`src/inc/sacc_pkg.sv`:
```
`default_nettype none

package sacc_pkg;

    // System clock and the L/R to SCLK skew the far side may show.
    localparam int unsigned CLK_PERIOD_NS = 4;
    localparam int unsigned LR_SCLK_SKEW_NS = 40;
    localparam int unsigned GUARD_W = 4;
    // Longest time, so it rounds down.
    localparam logic [GUARD_W-1:0] GUARD_LOAD =
        GUARD_W'(LR_SCLK_SKEW_NS / CLK_PERIOD_NS);
    localparam logic [GUARD_W-1:0] GUARD_ZERO = 4'h0;

    // Sample word layout: 18 significant bits then 14 trailing zeros.
    localparam int unsigned WORD_BITS = 18;
    localparam int unsigned TRAIL_ZEROS = 14;
    localparam int unsigned SHIFT_W = WORD_BITS - 1 + TRAIL_ZEROS;
    localparam int unsigned PAIR_W = 2 * WORD_BITS;
    localparam int unsigned WIDE_W = WORD_BITS + 2;
    localparam logic [WORD_BITS-1:0] WORD_ZERO = 18'h00000;
    localparam logic [TRAIL_ZEROS-1:0] TRAIL_FILL = 14'h0000;
    localparam logic [SHIFT_W-1:0] SHIFT_ZERO = 31'h00000000;
    localparam logic [PAIR_W-1:0] PAIR_ZERO = 36'h000000000;

    // Decimation: 64 modulator samples of +/-1 per output word.
    localparam int unsigned DECIM_RATIO = 64;
    localparam int unsigned ACC_W = 8;
    localparam int unsigned SCALE_SH = 11;
    localparam logic signed [ACC_W-1:0] ACC_ZERO = 8'sh00;
    localparam logic signed [ACC_W-1:0] ACC_UP = 8'sh01;
    localparam logic signed [ACC_W-1:0] ACC_DOWN = 8'shFF;
    localparam logic signed [WIDE_W-1:0] WORD_MAX = 20'sh1FFFF;
    localparam logic signed [WIDE_W-1:0] WORD_MIN = 20'shE0000;

    // Output buffer.
    localparam int unsigned FIFO_DEPTH = 16;

    // Calibration length in L/R periods.
    localparam int unsigned CAL_FRAMES_DEF = 4096;
    localparam int unsigned CAL_CNT_W = 13;
    localparam logic [CAL_CNT_W-1:0] CAL_CNT_ZERO = 13'h0000;
    localparam logic [CAL_CNT_W-1:0] CAL_CNT_LAST = 13'h0001;
    localparam logic CAL_ADDR_L = 1'h0;
    localparam logic CAL_ADDR_R = 1'h1;

    // Positions of the pin inputs in the synchroniser vector.
    localparam int unsigned SY_MCLK = 0;
    localparam int unsigned SY_SCLK = 1;
    localparam int unsigned SY_LR = 2;
    localparam int unsigned SY_APWR = 3;
    localparam int unsigned SY_DPWR = 4;
    localparam int unsigned SY_CSRC = 5;
    localparam int unsigned SY_AL = 6;
    localparam int unsigned SY_AR = 7;
    localparam int unsigned SY_ZL = 8;
    localparam int unsigned SY_ZR = 9;
    localparam int unsigned SYNC_W = 10;
    localparam logic [SYNC_W-1:0] SYNC_RST = 10'h000;

    typedef enum logic [2:0] {
        ST_IDLE,
        ST_RD_L,
        ST_RD_R,
        ST_SUB_R,
        ST_PUSH
    } sacc_frame_e;

endpackage : sacc_pkg

`default_nettype wire

```
`src/core/sacc_fifo.sv`:
```
`timescale 1ns/1ps
`default_nettype none

module sacc_fifo #(
    parameter int unsigned WIDTH = 36,
    parameter int unsigned DEPTH = 16
) (
    input wire logic i_clk,
    input wire logic i_reset,
    input wire logic i_flush,
    input wire logic i_valid,
    output logic o_ready,
    input wire logic [WIDTH-1:0] i_data,
    output logic o_valid,
    input wire logic i_ready,
    output logic [WIDTH-1:0] o_data
);
    localparam int unsigned AW = $clog2(DEPTH);

    logic [WIDTH-1:0] mem_reg [DEPTH];
    logic [AW-1:0] wr_reg;
    logic [AW-1:0] wr_next;
    logic [AW-1:0] rd_reg;
    logic [AW-1:0] rd_next;
    logic [AW:0] cnt_reg;
    logic [AW:0] cnt_next;
    logic push;
    logic pop;

    assign o_ready = (cnt_reg != AW'(0) + (AW+1)'(DEPTH)) ? 1'b1 : 1'b0;
    assign o_valid = (cnt_reg != '0) ? 1'b1 : 1'b0;
    assign o_data = mem_reg[rd_reg];
    assign push = i_valid & o_ready;
    assign pop = i_ready & o_valid;

    always_comb begin
        wr_next = wr_reg;
        rd_next = rd_reg;
        cnt_next = cnt_reg;
        if (i_flush) begin
            wr_next = '0;
            rd_next = '0;
            cnt_next = '0;
        end else begin
            if (push) begin
                wr_next = wr_reg + AW'(1);
            end
            if (pop) begin
                rd_next = rd_reg + AW'(1);
            end
            cnt_next = cnt_reg + (AW+1)'(push) - (AW+1)'(pop);
        end
    end

    always_ff @(posedge i_clk) begin
        if (i_reset) begin
            wr_reg <= '0;
            rd_reg <= '0;
            cnt_reg <= '0;
        end else begin
            wr_reg <= wr_next;
            rd_reg <= rd_next;
            cnt_reg <= cnt_next;
        end
        if (push && !i_flush) begin
            mem_reg[wr_reg] <= i_data;
        end
    end

endmodule : sacc_fifo

`default_nettype wire

```
`src/core/sacc_cal_mem.sv`:
```
`timescale 1ns/1ps
`default_nettype none

module sacc_cal_mem (
    input wire logic i_clk,
    input wire logic i_reset,
    input wire logic i_we,
    input wire logic i_addr,
    input wire logic [sacc_pkg::WORD_BITS-1:0] i_wdata,
    output logic [sacc_pkg::WORD_BITS-1:0] o_rdata
);
    import sacc_pkg::*;

    logic [WORD_BITS-1:0] store_reg [2];
    logic [WORD_BITS-1:0] rdata_reg;

    assign o_rdata = rdata_reg;

    // Read returns the old value when read and write meet.
    always_ff @(posedge i_clk) begin
        if (i_reset) begin
            rdata_reg <= WORD_ZERO;
        end else begin
            rdata_reg <= store_reg[i_addr];
        end
        if (i_we) begin
            store_reg[i_addr] <= i_wdata;
        end
    end

endmodule : sacc_cal_mem

`default_nettype wire

```
`src/core/sacc_top.sv`:
```
`timescale 1ns/1ps
`default_nettype none

module sacc_top #(
    parameter int unsigned CAL_FRAMES = sacc_pkg::CAL_FRAMES_DEF
) (
    input wire logic I_CLK,
    input wire logic I_RESET,
    input wire logic I_MASTER_CLOCK_INPUT,
    input wire logic I_BIT_CLOCK,
    input wire logic I_CHANNEL_SELECT,
    input wire logic I_ANALOG_POWERDOWN_IN,
    input wire logic I_DIGITAL_POWERDOWN_IN,
    input wire logic I_CAL_SOURCE_SELECT,
    input wire logic I_LEFT_ANALOG_IN,
    input wire logic I_RIGHT_ANALOG_IN,
    input wire logic I_LEFT_ZERO_REF_IN,
    input wire logic I_RIGHT_ZERO_REF_IN,
    output logic O_SERIAL_SAMPLE_OUT,
    output logic O_MODULATOR_CLOCK_OUT,
    output logic O_CAL_ACTIVE_OUT
);
    import sacc_pkg::*;

    function automatic logic [WORD_BITS-1:0] sat_word(
        input logic signed [WIDE_W-1:0] v
    );
        if (v > WORD_MAX) begin
            return WORD_MAX[WORD_BITS-1:0];
        end else if (v < WORD_MIN) begin
            return WORD_MIN[WORD_BITS-1:0];
        end
        return v[WORD_BITS-1:0];
    endfunction : sat_word

    function automatic logic signed [WIDE_W-1:0] widen(
        input logic [WORD_BITS-1:0] w
    );
        return {{2{w[WORD_BITS-1]}}, w};
    endfunction : widen

    logic [SYNC_W-1:0] async_in;
    logic [SYNC_W-1:0] meta_reg;
    logic [SYNC_W-1:0] sync_reg;
    logic [SYNC_W-1:0] prev_reg;

    logic mclk_rise;
    logic sclk_rise;
    logic lr_rise;
    logic lr_fall;
    logic ana_off;
    logic dig_off;
    logic dig_wake;
    logic mod_sample;
    logic cal_src;
    logic bit_l;
    logic bit_r;

    logic mod_clk_reg, mod_clk_next;
    logic signed [ACC_W-1:0] acc_l_reg, acc_l_next;
    logic signed [ACC_W-1:0] acc_r_reg, acc_r_next;
    logic signed [ACC_W-1:0] step_l;
    logic signed [ACC_W-1:0] step_r;
    logic [WORD_BITS-1:0] raw_l_reg, raw_l_next;
    logic [WORD_BITS-1:0] raw_r_reg, raw_r_next;
    logic [WORD_BITS-1:0] res_l_reg, res_l_next;
    logic [WORD_BITS-1:0] res_r_reg, res_r_next;
    logic frame_zero_reg, frame_zero_next;
    logic cal_store_reg, cal_store_next;
    sacc_frame_e state_reg, state_next;
    logic cal_active_reg, cal_active_next;
    logic [CAL_CNT_W-1:0] cal_cnt_reg, cal_cnt_next;

    logic ser_out_reg, ser_out_next;
    logic [SHIFT_W-1:0] shift_reg, shift_next;
    logic [GUARD_W-1:0] guard_reg, guard_next;
    logic [WORD_BITS-1:0] right_hold_reg, right_hold_next;
    logic [WORD_BITS-1:0] load_word;

    logic mem_we;
    logic mem_addr;
    logic [WORD_BITS-1:0] mem_wdata;
    logic [WORD_BITS-1:0] mem_rdata;
    logic fifo_in_valid;
    logic fifo_in_ready;
    logic [PAIR_W-1:0] fifo_in_data;
    logic fifo_out_valid;
    logic fifo_out_ready;
    logic [PAIR_W-1:0] fifo_out_data;

    assign async_in[SY_MCLK] = I_MASTER_CLOCK_INPUT;
    assign async_in[SY_SCLK] = I_BIT_CLOCK;
    assign async_in[SY_LR] = I_CHANNEL_SELECT;
    assign async_in[SY_APWR] = I_ANALOG_POWERDOWN_IN;
    assign async_in[SY_DPWR] = I_DIGITAL_POWERDOWN_IN;
    assign async_in[SY_CSRC] = I_CAL_SOURCE_SELECT;
    assign async_in[SY_AL] = I_LEFT_ANALOG_IN;
    assign async_in[SY_AR] = I_RIGHT_ANALOG_IN;
    assign async_in[SY_ZL] = I_LEFT_ZERO_REF_IN;
    assign async_in[SY_ZR] = I_RIGHT_ZERO_REF_IN;

    // All pins are asynchronous to I_CLK; edges are taken only from the second
    // and third stages so the first stage stays a pure synchroniser.
    always_ff @(posedge I_CLK) begin
        if (I_RESET) begin
            meta_reg <= SYNC_RST;
            sync_reg <= SYNC_RST;
            prev_reg <= SYNC_RST;
        end else begin
            meta_reg <= async_in;
            sync_reg <= meta_reg;
            prev_reg <= sync_reg;
        end
    end

    assign mclk_rise = sync_reg[SY_MCLK] & ~prev_reg[SY_MCLK];
    assign sclk_rise = sync_reg[SY_SCLK] & ~prev_reg[SY_SCLK];
    assign lr_rise = sync_reg[SY_LR] & ~prev_reg[SY_LR];
    assign lr_fall = ~sync_reg[SY_LR] & prev_reg[SY_LR];
    assign ana_off = sync_reg[SY_APWR];
    assign dig_off = sync_reg[SY_DPWR];
    assign dig_wake = ~sync_reg[SY_DPWR] & prev_reg[SY_DPWR];
    // A sample is taken as the modulator clock goes high.
    assign mod_sample = mclk_rise & ~ana_off & ~mod_clk_reg;
    assign cal_src = cal_active_reg & sync_reg[SY_CSRC];
    assign bit_l = cal_src ? sync_reg[SY_ZL] : sync_reg[SY_AL];
    assign bit_r = cal_src ? sync_reg[SY_ZR] : sync_reg[SY_AR];
    assign step_l = bit_l ? ACC_UP : ACC_DOWN;
    assign step_r = bit_r ? ACC_UP : ACC_DOWN;

    assign mem_we = cal_store_reg &
        ((state_reg == ST_RD_L) || (state_reg == ST_RD_R));
    assign mem_addr = (state_reg == ST_RD_R) ? CAL_ADDR_R : CAL_ADDR_L;
    assign mem_wdata = (state_reg == ST_RD_R) ? raw_r_reg : raw_l_reg;
    assign fifo_in_valid = (state_reg == ST_PUSH) ? 1'b1 : 1'b0;
    assign fifo_in_data = frame_zero_reg ? PAIR_ZERO
                                         : {res_l_reg, res_r_reg};
    assign fifo_out_ready = lr_rise & ~dig_off;
    assign load_word = lr_rise
        ? (fifo_out_valid ? fifo_out_data[PAIR_W-1:WORD_BITS] : WORD_ZERO)
        : right_hold_reg;

    always_comb begin
        mod_clk_next = mod_clk_reg;
        acc_l_next = acc_l_reg;
        acc_r_next = acc_r_reg;
        raw_l_next = raw_l_reg;
        raw_r_next = raw_r_reg;
        res_l_next = res_l_reg;
        res_r_next = res_r_reg;
        frame_zero_next = frame_zero_reg;
        cal_store_next = cal_store_reg;
        state_next = state_reg;
        cal_active_next = cal_active_reg;
        cal_cnt_next = cal_cnt_reg;

        if (ana_off) begin
            mod_clk_next = 1'b0;
        end else if (mclk_rise) begin
            mod_clk_next = ~mod_clk_reg;
        end

        if (dig_off) begin
            acc_l_next = ACC_ZERO;
            acc_r_next = ACC_ZERO;
            state_next = ST_IDLE;
            cal_active_next = 1'b0;
            cal_cnt_next = CAL_CNT_ZERO;
        end else begin
            if (lr_rise) begin
                // Both channels are dumped at the same instant.
                acc_l_next = mod_sample ? step_l : ACC_ZERO;
                acc_r_next = mod_sample ? step_r : ACC_ZERO;
            end else if (mod_sample) begin
                acc_l_next = acc_l_reg + step_l;
                acc_r_next = acc_r_reg + step_r;
            end

            if (dig_wake) begin
                cal_active_next = 1'b1;
                cal_cnt_next = CAL_CNT_W'(CAL_FRAMES);
            end else if (lr_rise && cal_active_reg) begin
                cal_cnt_next = cal_cnt_reg - CAL_CNT_LAST;
                if (cal_cnt_reg == CAL_CNT_LAST) begin
                    cal_active_next = 1'b0;
                end
            end

            // An L/R rise that comes while a frame is still in flight starts no new
            // frame, so its word is dropped; at any legal word rate the pipe is idle long before.
            case (state_reg)
                ST_IDLE: begin
                    if (lr_rise) begin
                        raw_l_next = sat_word({acc_l_reg[ACC_W-1], acc_l_reg,
                            {SCALE_SH{1'b0}}});
                        raw_r_next = sat_word({acc_r_reg[ACC_W-1], acc_r_reg,
                            {SCALE_SH{1'b0}}});
                        frame_zero_next = cal_active_reg;
                        cal_store_next = cal_active_reg &&
                            (cal_cnt_reg == CAL_CNT_LAST);
                        state_next = ST_RD_L;
                    end
                end
                ST_RD_L: begin
                    state_next = ST_RD_R;
                end
                ST_RD_R: begin
                    res_l_next = sat_word(widen(raw_l_reg) -
                        widen(mem_rdata));
                    state_next = ST_SUB_R;
                end
                ST_SUB_R: begin
                    res_r_next = sat_word(widen(raw_r_reg) -
                        widen(mem_rdata));
                    state_next = ST_PUSH;
                end
                ST_PUSH: begin
                    // Back-pressure from a full buffer holds the frame.
                    if (fifo_in_ready) begin
                        state_next = ST_IDLE;
                    end
                end
                default: begin
                    state_next = ST_IDLE;
                end
            endcase
        end
    end

    always_comb begin
        ser_out_next = ser_out_reg;
        shift_next = shift_reg;
        guard_next = guard_reg;
        right_hold_next = right_hold_reg;
        if (dig_off) begin
            ser_out_next = 1'b0;
            shift_next = SHIFT_ZERO;
            guard_next = GUARD_ZERO;
            right_hold_next = WORD_ZERO;
        end else if (lr_rise || lr_fall) begin
            if (lr_rise) begin
                right_hold_next = fifo_out_valid
                    ? fifo_out_data[WORD_BITS-1:0] : WORD_ZERO;
            end
            ser_out_next = load_word[WORD_BITS-1];
            shift_next = {load_word[WORD_BITS-2:0], TRAIL_FILL};
            // The SCLK rise that comes with the L/R edge is not a shift.
            guard_next = GUARD_LOAD;
        end else begin
            if (guard_reg != GUARD_ZERO) begin
                guard_next = guard_reg - GUARD_ZERO - 4'h1;
            end
            if (sclk_rise && (guard_reg == GUARD_ZERO)) begin
                ser_out_next = shift_reg[SHIFT_W-1];
                shift_next = {shift_reg[SHIFT_W-2:0], 1'b0};
            end
        end
    end

    always_ff @(posedge I_CLK) begin
        if (I_RESET) begin
            mod_clk_reg <= 1'b0;
            acc_l_reg <= ACC_ZERO;
            acc_r_reg <= ACC_ZERO;
            raw_l_reg <= WORD_ZERO;
            raw_r_reg <= WORD_ZERO;
            res_l_reg <= WORD_ZERO;
            res_r_reg <= WORD_ZERO;
            frame_zero_reg <= 1'b0;
            cal_store_reg <= 1'b0;
            state_reg <= ST_IDLE;
            cal_active_reg <= 1'b0;
            cal_cnt_reg <= CAL_CNT_ZERO;
            ser_out_reg <= 1'b0;
            shift_reg <= SHIFT_ZERO;
            guard_reg <= GUARD_ZERO;
            right_hold_reg <= WORD_ZERO;
        end else begin
            mod_clk_reg <= mod_clk_next;
            acc_l_reg <= acc_l_next;
            acc_r_reg <= acc_r_next;
            raw_l_reg <= raw_l_next;
            raw_r_reg <= raw_r_next;
            res_l_reg <= res_l_next;
            res_r_reg <= res_r_next;
            frame_zero_reg <= frame_zero_next;
            cal_store_reg <= cal_store_next;
            state_reg <= state_next;
            cal_active_reg <= cal_active_next;
            cal_cnt_reg <= cal_cnt_next;
            ser_out_reg <= ser_out_next;
            shift_reg <= shift_next;
            guard_reg <= guard_next;
            right_hold_reg <= right_hold_next;
        end
    end

    assign O_SERIAL_SAMPLE_OUT = ser_out_reg;
    assign O_MODULATOR_CLOCK_OUT = mod_clk_reg;
    assign O_CAL_ACTIVE_OUT = cal_active_reg;

    sacc_cal_mem u_cal_mem (
        .i_clk(I_CLK),
        .i_reset(I_RESET),
        .i_we(mem_we),
        .i_addr(mem_addr),
        .i_wdata(mem_wdata),
        .o_rdata(mem_rdata)
    );

    sacc_fifo #(
        .WIDTH(PAIR_W),
        .DEPTH(FIFO_DEPTH)
    ) u_fifo (
        .i_clk(I_CLK),
        .i_reset(I_RESET),
        .i_flush(dig_off),
        .i_valid(fifo_in_valid),
        .o_ready(fifo_in_ready),
        .i_data(fifo_in_data),
        .o_valid(fifo_out_valid),
        .i_ready(fifo_out_ready),
        .o_data(fifo_out_data)
    );

endmodule : sacc_top

`default_nettype wire

```
`config.mk`:
```
export PLATFORM = sky130hd
export DESIGN_NAME = sacc_top
export DESIGN_NICKNAME = d
export VERILOG_FILES = /design/src/inc/sacc_pkg.sv /design/src/core/sacc_fifo.sv /design/src/core/sacc_cal_mem.sv /design/src/core/sacc_top.sv
export SDC_FILE = /design/constraint.sdc
export NUM_CORES = 1
export LEC_CHECK = 0
export BUFFER_PORTS_ARGS = -buffer_cell sky130_fd_sc_hd__buf_4
export CELL_PAD_IN_SITES_DETAIL_PLACEMENT = 0
export CELL_PAD_IN_SITES_GLOBAL_PLACEMENT = 1
export CORE_MARGIN = 5
export CORE_UTILIZATION = 45
export CTS_BUF_LIST = sky130_fd_sc_hd__clkbuf_4 sky130_fd_sc_hd__clkbuf_8
export CTS_CLUSTER_SIZE = 16
export DETAILED_ROUTE_END_ITERATION = 10
export GPL_ROUTABILITY_DRIVEN = 0
export GPL_TIMING_DRIVEN = 0
export PLACE_DENSITY_LB_ADDON = 0.1
export SKIP_CTS_REPAIR_TIMING = 1
export SYNTH_ARGS = -nofsm -noshare
export SYNTH_HDL_FRONTEND = slang
export SYNTH_SLANG_ARGS = --single-unit
export TNS_END_PERCENT = 5
```
`constraint.sdc`:
```
create_clock -name I_CLK -period 4.3 [get_ports I_CLK]
set_clock_uncertainty 0.15 [all_clocks]
set_input_delay 0.215 -clock I_CLK [delete_from_list [all_inputs] [get_ports I_CLK]]
set_output_delay 0.215 -clock I_CLK [all_outputs]
set_load 0.1 [all_outputs]
```
After elaboration in Yosys (flattened, before gate mapping) --
Memories as Yosys holds them, arrays and structs flattened. A register that Yosys moved wholly into a read port is not among the register bits. Index checks and enable logic that the tools add are counted.
Operators by class: muxes and demuxes 69, add/sub/neg operators 10, equality and inequality tests 8, reductions and logical operators 26, bitwise logic cells 19, magnitude comparators 8
Operators by type and width (number):
- two-way mux 18 bit | 16
- greater-than comparator 19 x 18 -> 1 bit, second input constant | 4
- < comparator 19 x 18 -> 1 bit, second input constant | 4
- two-way mux 8 bit | 8
- two-way mux 31 bit | 2
- subtractor 18 x 18 -> 19 bit | 2
- two-way mux 36 bit | 1
- two-way mux 1 bit | 33
- two-way mux 13 bit | 2
- adder 8 bit | 2
- two-way mux 4 bit | 4
- one-hot mux 3 bit (5 select lines) | 1
- equality test 13 x 1 -> 1 bit, second input constant | 1
- subtractor 13 x 1 -> 13 bit, second input constant | 1
- bitwise AND 1 bit | 12
- AND reduction 2 bit | 5
- nonzero test 2 bit | 5
- adder 4 x 1 -> 4 bit, second input constant | 2
- NOT 1 bit | 7
- equality test 3 x 2 -> 1 bit, second input constant | 2
- two-way mux 3 bit | 2
- OR reduction 3 bit | 2
- adder 5 x 1 -> 5 bit | 1
- != test 5 bit, second input constant | 1
- 15 further kinds | 20
Word-level totals: flip-flop bits (word level) 186, output and inout bits 3, logic and storage cells 166, memories kept 2, memory bits (writable) 612
Memory list:
- u_fifo.mem_reg | depth 16, bits a word 36, rd ports 1, clocked after memory_dff 1, write ports 1, RTL line sacc_fifo.sv:20 | logic [WIDTH-1:0] mem_reg [DEPTH];
- u_cal_mem.store_reg | depth 2, bits a word 18, rd ports 1, clocked after memory_dff 1, write ports 1, RTL line sacc_cal_mem.sv:14 | logic [WORD_BITS-1:0] store_reg [2];

Depth between registers and ports, before layout --
Gate-level depths: netlist of the first run.
depth in word-level cells 7, gate-level depth with buffers 15

Modules after synthesis --
Synthesis of the first run repeated with hierarchy kept, for this count alone.
Unflattened totals: cell total of the unflattened synthesis 2160, area, all modules 33160.6 um2
By module, submodules not included:
- sacc_fifo | cells an instance 992, area an instance 22405.2 um2, seq. area each 17636.9 um2, instances 1
- sacc_top | cells an instance 1072, area an instance 9021.2 um2, seq. area each 3042.9 um2, instances 1
- sacc_cal_mem | cells an instance 96, area an instance 1734.2 um2, seq. area each 1441.4 um2, instances 1

Worst setup path before layout of the first run --
Ideal clock, no wire load.
path type reg2reg, from register cal_active_reg (netlist: O_CAL_ACTIVE_OUT), to register acc_r_reg[7], path slack 0.646 ns, data arrival time 3.365 ns, cell stages (with the launch flop) 12, path buffers 1, path through dfxtp_1 > buf_2 > nand2_1 > mux2i_1 > ha_1 > a21o_1 > a21oi_1 > o21a_1 > o21ai_0 > mux2_2 > nand3_1 > a41oi_1
Between the ends: word-level cells in the longest chain between the ends 6
Ends and longest elaborated chain:
- start: declaration | RTL line sacc_top.sv:71 | logic cal_active_reg, cal_active_next;
- start signal: assignment | RTL line sacc_top.sv:289 | cal_active_reg <= cal_active_next;
- bitwise AND 1 bit * | RTL line sacc_top.sv:125 | assign cal_src = cal_active_reg & sync_reg[SY_CSRC];
- two-way mux 1 bit * | RTL line sacc_top.sv:127 | assign bit_r = cal_src ? sync_reg[SY_ZR] : sync_reg[SY_AR];
- two-way mux 8 bit * | RTL line sacc_top.sv:129 | assign step_r = bit_r ? ACC_UP : ACC_DOWN;
- adder 8 bit | RTL line sacc_top.sv:176 | acc_r_next = acc_r_reg + step_r;
- two-way mux 8 bit | RTL line sacc_top.sv:174 | end else if (mod_sample) begin
- two-way mux 8 bit * | RTL line sacc_top.sv:170 | if (lr_rise) begin
- end signal: assignment | RTL line sacc_top.sv:281 | acc_r_reg <= acc_r_next;
- end: declaration | RTL line sacc_top.sv:61 | logic signed [ACC_W-1:0] acc_r_reg, acc_r_next;
Mark *: on every way between the ends. The rest lies on a longest branch, timed or not. The select of a mux whose other input is x is not followed. A chain may end at the register's enable or synchronous reset.

Worst setup path in the final report of the first run --
Ends and elaborated chain as after synthesis.

==> results of run 1 <==
## cell families after synthesis
family,Yosys count,synth area share
fa+ha+maj,64,0.03894
mux,124,0.1210
flops,489,0.6416
compound gates,216,0.06708
simple gates,380,0.08862
buf+inv,112,0.02350
xor+xnor,45,0.01923
## layout by cell type (no fill, tap or decap), types with 18 or more instances in the layout
cell type	synthesis	final
a211oi_1	43	43
a21o_1	18	18
a21oi_1	87	87
buf_4	4	19
clkbuf_1	50	50
clkbuf_4	0	28
clkbuf_8	0	90
dfxtp_1	153	153
edfxtp_1	336	336
ha_1	51	51
inv_1	38	38
mux2i_1	24	24
mux4_2	99	99
nand2_1	107	107
nor2_1	110	94
nor2b_1	60	60
nor3_1	29	29
o21ai_0	26	26
xnor2_1	29	29
## per-layer routing
metal  routed length, um  track usage  up-vias  part of all wire
li1                    -            -     5641                 -
met1               23270       0.2906     6116              0.47
met2               22850       0.3076      265              0.46
met3                2525      0.04382       78             0.051
met4                 930      0.05198        2             0.019
met5                  13            0        -           0.00026
## final timing paths
| path | startpoint | cells past startpoint | endpoint |
|---|---|---|---|
| setup / recovery | O_CAL_ACTIVE_OUT | 11 | acc_r_reg[7] |
| hold / removal | I_MASTER_CLOCK_INPUT | 3 | meta_reg[0] |
| setup reg to reg | O_CAL_ACTIVE_OUT | 11 | acc_r_reg[7] |
| hold reg to reg | meta_reg[7] | 1 | sync_reg[7] |
## area by class of cell
type	count	share of cell area
buffer	74	0.01449
clock buffer	118	0.06193
clock inverter	30	0.008397
inverter	38	0.006097
multi-input combinational	829	0.2989
sequential	489	0.5622
tap	600	0.03209
timing repair buffer	32	0.01594
## power by group through the flow
stage | combinational, uW | clock [uW] | sequential (uW)
2_1_floorplan | 636 | 0 | 5210
3_3_place_gp | 841 | 0 | 5210
3_5_place_dp | 849 | 0 | 5210
4_1_cts | 853 | 4240 | 5120
5_1_grt | 948 | 4470 | 5120
6_report | 854 | 4140 | 5120
## tightest hold or removal path: stages
cell and delay [ps]:
dlygate4sd3_1 530, buf_4 100, nor2b_1 100
## stage by stage
| step | utilization | total power, uW | area, um2 | hold WS, ps | setup slack, ps |
|---|---|---|---|---|---|
| after global placement | 0.4726 | 6053 | 21360 | 267.0 | -34.44 |
| final | 0.5177 | 10110 | 23390 | 183.8 | 618.8 |
| after CTS | 0.5153 | 10210 | 23280 | -424.3 | 610.9 |
| after global routing | 0.5177 | 10530 | 23390 | 125.8 | 313.2 |
| after floorplan | - | 5841 | 20500 | 193.2 | 646.1 |
| after detailed placement | 0.4789 | 6062 | 21640 | 271.2 | 635.8 |
==> results.sh, run 1 <==
export IMPL_min_path_type="in -> reg"
export IMPL_crit_buf_inv=1
export IMPL_critPathTopFamily="multiplexers"
export IMPL_place_hpwl_um=31530
export IMPL_cap_violations=0
export IMPL_cts_tree="built"
export IMPL_clock_fmax_mhz=271.7
export IMPL_setup_tns_final_ps=0
export IMPL_viasPerCell=5.476
export IMPL_min_period_ps=3681
export IMPL_hold_viol_final=0
export IMPL_max_stage_delay_ps=940
export IMPL_largest_reg_flops=320
export IMPL_rsz0062_at_grt="false"
export IMPL_async_flop_share=0
export IMPL_diodes=0
export IMPL_drtIter0Drc=951
export IMPL_multi_input_area_mm2=0.006992
export IMPL_cts_buffers_inserted=83
export IMPL_sequentialPowerShare=0.506
export IMPL_end_kind="flip-flop"
export IMPL_finalCritPeriodShare=0.8561
export IMPL_overflow=0
export IMPL_synth_largest_area_cell="edfxtp_1"
export IMPL_start_util=0.4537
export IMPL_core_area_mm2=0.04519
export IMPL_yosysUniqueCellTypes=58
export IMPL_clock_latency_ps=650
export IMPL_critPathKind="reg -> reg"
export IMPL_power_leakage_uw=0.008032
export IMPL_yosys_warnings=0
export IMPL_report_final_slew_viol_count=0
export IMPL_ys_top_cells_by_area="edfxtp_1, dfxtp_1, mux4_2"
export IMPL_syn_area_per_cell_um2=14.34
export IMPL_rows=78
export IMPL_ys_flop_type="edfxtp_1"
export IMPL_regArea_mm2=0.01315
export IMPL_vias=12100
export IMPL_antenna_found_initial=1
export IMPL_synthTopCellsByCount="edfxtp_1, dfxtp_1, nor2_1, nand2_1, mux4_2"
export IMPL_clock_path_buffers=3
export IMPL_cts_reportedPaths_clkPinSlew_ps=60
export IMPL_powerDensity_mw_per_mm2=432.2
export IMPL_grt_usage=0.1997
export IMPL_status="completed"
export IMPL_wl_per_cell_um=22.44
export IMPL_synth_seq_cells=489
export IMPL_setup_viol=0
export IMPL_netlist_instances=1430
export IMPL_firstDrtPassIters=5
export IMPL_grt_pass1_vias=12150
export IMPL_tightest_slew_ps=1352
export IMPL_final_cells=2210
export IMPL_ff2ff_setup_slack_ps=620
export IMPL_remaining_drc_errors=0
export IMPL_p_clk_frac=0.410
export IMPL_ios=15
export IMPL_area_delta_synth_final_pct=14.12
export IMPL_power_switching_uw=2384
export IMPL_wl_um=49590
export IMPL_grt_pass1_wl_um=75010
export IMPL_yosysMostFrequentCell="edfxtp_1"
export IMPL_die_y_um=223.4
export IMPL_cp_start_kind="flip-flop"
export IMPL_cp_max_fo=11
export IMPL_drive_above_1_share=0.1832
export IMPL_arrival_ps=4020
export IMPL_h_tree_depth=3
export IMPL_drtAntennaViolNets=0
export IMPL_relSlewSlack=0.09675
export IMPL_combPwrFrac=0.084
export IMPL_crit_chain="buf_2, nand2_1, mux2i_1, ha_1, a21o_1, a21oi_1, o21a_1, o21ai_0, mux2_2, nand3_1, a41oi_1"
export IMPL_cts_root_buf="clkbuf_8"
export IMPL_max_vdd_ir_drop_mv=0.2491
export IMPL_cp_slowest_cell="mux2i_1"
export IMPL_p_int_uw=7726
export IMPL_yosysTopAreaCellShare=0.4922
export IMPL_syn_nets=1496
export IMPL_post_place_cells=2051
export IMPL_nFillCells=3838
export IMPL_clock_sinks=489
export IMPL_cp_required_ps=4630
export IMPL_die_x_um=223.4
export IMPL_nets=1613
export IMPL_netSwitchingFraction=0.2358
export IMPL_yosysSeqAreaShare=0.6416
export IMPL_synth_edf_count=336
export IMPL_die_area_mm2=0.04992
export IMPL_io_buffers=14
export IMPL_syn_area_mm2=0.02050
export IMPL_grt_max_degree=21
Note: power is estimated with default switching activity, not from simulation.
==> run 2, diff against run 1 <==
--- a/config.mk
+++ b/config.mk
@@ -16,6 +16,7 @@
 export GPL_ROUTABILITY_DRIVEN = 0
 export GPL_TIMING_DRIVEN = 0
 export PLACE_DENSITY_LB_ADDON = 0.1
+export RECOVER_POWER = 50
 export SKIP_CTS_REPAIR_TIMING = 1
 export SYNTH_ARGS = -nofsm -noshare
 export SYNTH_HDL_FRONTEND = slang
==> results.sh, run 2 (same netlist as run 1, synthesis figures left out) <==
export IMPL_dpl_instance_area_mm2=0.02164
export IMPL_h_tree_depth=3
export IMPL_die_y_um=223.4
export IMPL_tightest_slew_ps=1411
export IMPL_critPathKind="reg -> reg"
export IMPL_clock_sinks=489
export IMPL_die_area_mm2=0.04992
export IMPL_cts_tree="built"
export IMPL_largest_reg_flops=320
export IMPL_arrival_ps=4000
export IMPL_grt_pass1_wl_um=75010
export IMPL_grt_max_degree=21
export IMPL_power_leakage_uw=0.008005
export IMPL_report_final_slew_viol_count=0
export IMPL_core_area_mm2=0.04519
export IMPL_crit_chain="buf_2, nand2_1, mux2i_1, ha_1, a21o_1, a21oi_1, o21a_1, o21ai_0, mux2_2, nand3_1, a41oi_1"
export IMPL_status="completed"
export IMPL_cp_max_fo=11
export IMPL_area_delta_synth_final_pct=14.00
export IMPL_clock_path_buffers=3
export IMPL_cts_root_buf="clkbuf_8"
export IMPL_start_util=0.4537
export IMPL_cts_buffers_inserted=83
export IMPL_cp_slowest_cell="mux2i_1"
export IMPL_powerDensity_mw_per_mm2=432.8
export IMPL_design_area_mm2=0.02337
export IMPL_drtIter0Drc=899
export IMPL_ios=15
export IMPL_antenna_found_initial=1
export IMPL_firstDrtPassIters=5
export IMPL_place_hpwl_um=31530
export IMPL_diodes=0
export IMPL_finalCritPeriodShare=0.8509
export IMPL_overflow=0
export IMPL_drive_above_1_share=0.1789
export IMPL_io_buffers=14
export IMPL_hold_viol_final=0
export IMPL_vias=12140
export IMPL_critPathTopFamily="multiplexers"
export IMPL_final_common_cell="edfxtp_1"
export IMPL_rsz0062_at_grt="false"
export IMPL_nets=1613
export IMPL_clock_latency_ps=650
export IMPL_min_path_type="in -> reg"
export IMPL_clock_fmax_mhz=273.3
export IMPL_end_kind="flip-flop"
export IMPL_max_stage_delay_ps=910
export IMPL_cp_required_ps=4640
export IMPL_wl_um=49630
export IMPL_drtAntennaViolNets=0
export IMPL_cp_start_kind="flip-flop"
export IMPL_setup_viol=0
export IMPL_min_period_ps=3659
export IMPL_finalPower_uw=10110
export IMPL_crit_buf_inv=1
export IMPL_nFillCells=3845
export IMPL_wl_per_cell_um=22.46
export IMPL_relSlewSlack=0.05741
export IMPL_grt_pass1_vias=12150
export IMPL_viasPerCell=5.494
export IMPL_fin_util=0.5172
export IMPL_max_vdd_ir_drop_mv=0.2491
export IMPL_grt_usage=0.1997
export IMPL_remaining_drc_errors=0
export IMPL_layout_common_cells="edfxtp_1, dfxtp_1, nand2_1"
export IMPL_rows=78
export IMPL_die_x_um=223.4
export IMPL_cts_reportedPaths_clkPinSlew_ps=60
export IMPL_ff2ff_setup_slack_ps=640
export IMPL_cap_violations=0
[run 2: cell count changes in the layout (fill, tap and decap cells not counted)]
cell and change:
and2_1 -2, buf_2 -1, buf_1 -4, nor4bb_2 -1
clkbuf_1 +10, buf_4 -5, and2_0 +2, nor4bb_1 +1
[run 2: report_power, final]
group | internal [uW] | switching, uW
clock network | 2290 | 1860
registers | 5070 | 47.9
logic | 367 | 485
[run 2: worst paths after layout]
kind | startpoint | end | cells after the start
worst max-delay path | O_CAL_ACTIVE_OUT | acc_r_reg[7] | 11
worst min-delay path | I_MASTER_CLOCK_INPUT | meta_reg[0] | 3
worst max register to register | O_CAL_ACTIVE_OUT | acc_r_reg[7] | 11
worst min register to register | meta_reg[7] | sync_reg[7] | 1
[run 2: metal layers]
layer | share of wire | vias up | track usage
met1 | 0.47 | 6140 | 0.2906
met5 | 0.00026 | - | 0
li1 | - | 5644 | -
met4 | 0.019 | 2 | 0.05198
met3 | 0.052 | 78 | 0.04382
met2 | 0.46 | 278 | 0.3076
[run 2: worst reg2reg max path, delay by kind of cell, from the launching register on]
kind | cells | cell delay [ps]
adder cells (fa/ha/maj) | 1 | 400
AO/OA/AOI/OAI | 5 | 920
AND/OR/NAND/NOR | 2 | 220
multiplexers | 2 | 1220
flip-flops | 1 | 340
buffers and inverters | 1 | 250
[run 2: final cells by class]
class / instances / area [um2] / area share
inverters: 38 / 142.6 / 0.006104
flip-flops and latches: 489 / 13150 / 0.5628
clock buffers: 118 / 1449 / 0.06200
plain buffers: 74 / 337.8 / 0.01446
repair buffers: 32 / 354.1 / 0.01515
clock inverters: 30 / 196.4 / 0.008406
well taps: 600 / 750.7 / 0.03213
multi-input cells: 829 / 6985 / 0.2989
[run 2: through the flow]
| stage | instances | setup slack, ps | TNS (ps) | hold WS (ps) |
|---|---|---|---|---|
| 2_1_floorplan | 1430 | 646.1 | 0 | 193.2 |
| 3_3_place_gp | 2044 | -34.44 | -2323 | 267.0 |
| 3_5_place_dp | 2051 | 635.8 | 0 | 271.2 |
| 4_1_cts | 2199 | 610.9 | 0 | -424.3 |
| 5_1_grt | 2210 | 315.5 | 0 | 125.8 |
| 6_report | 2210 | 641.0 | 0 | 178.8 |
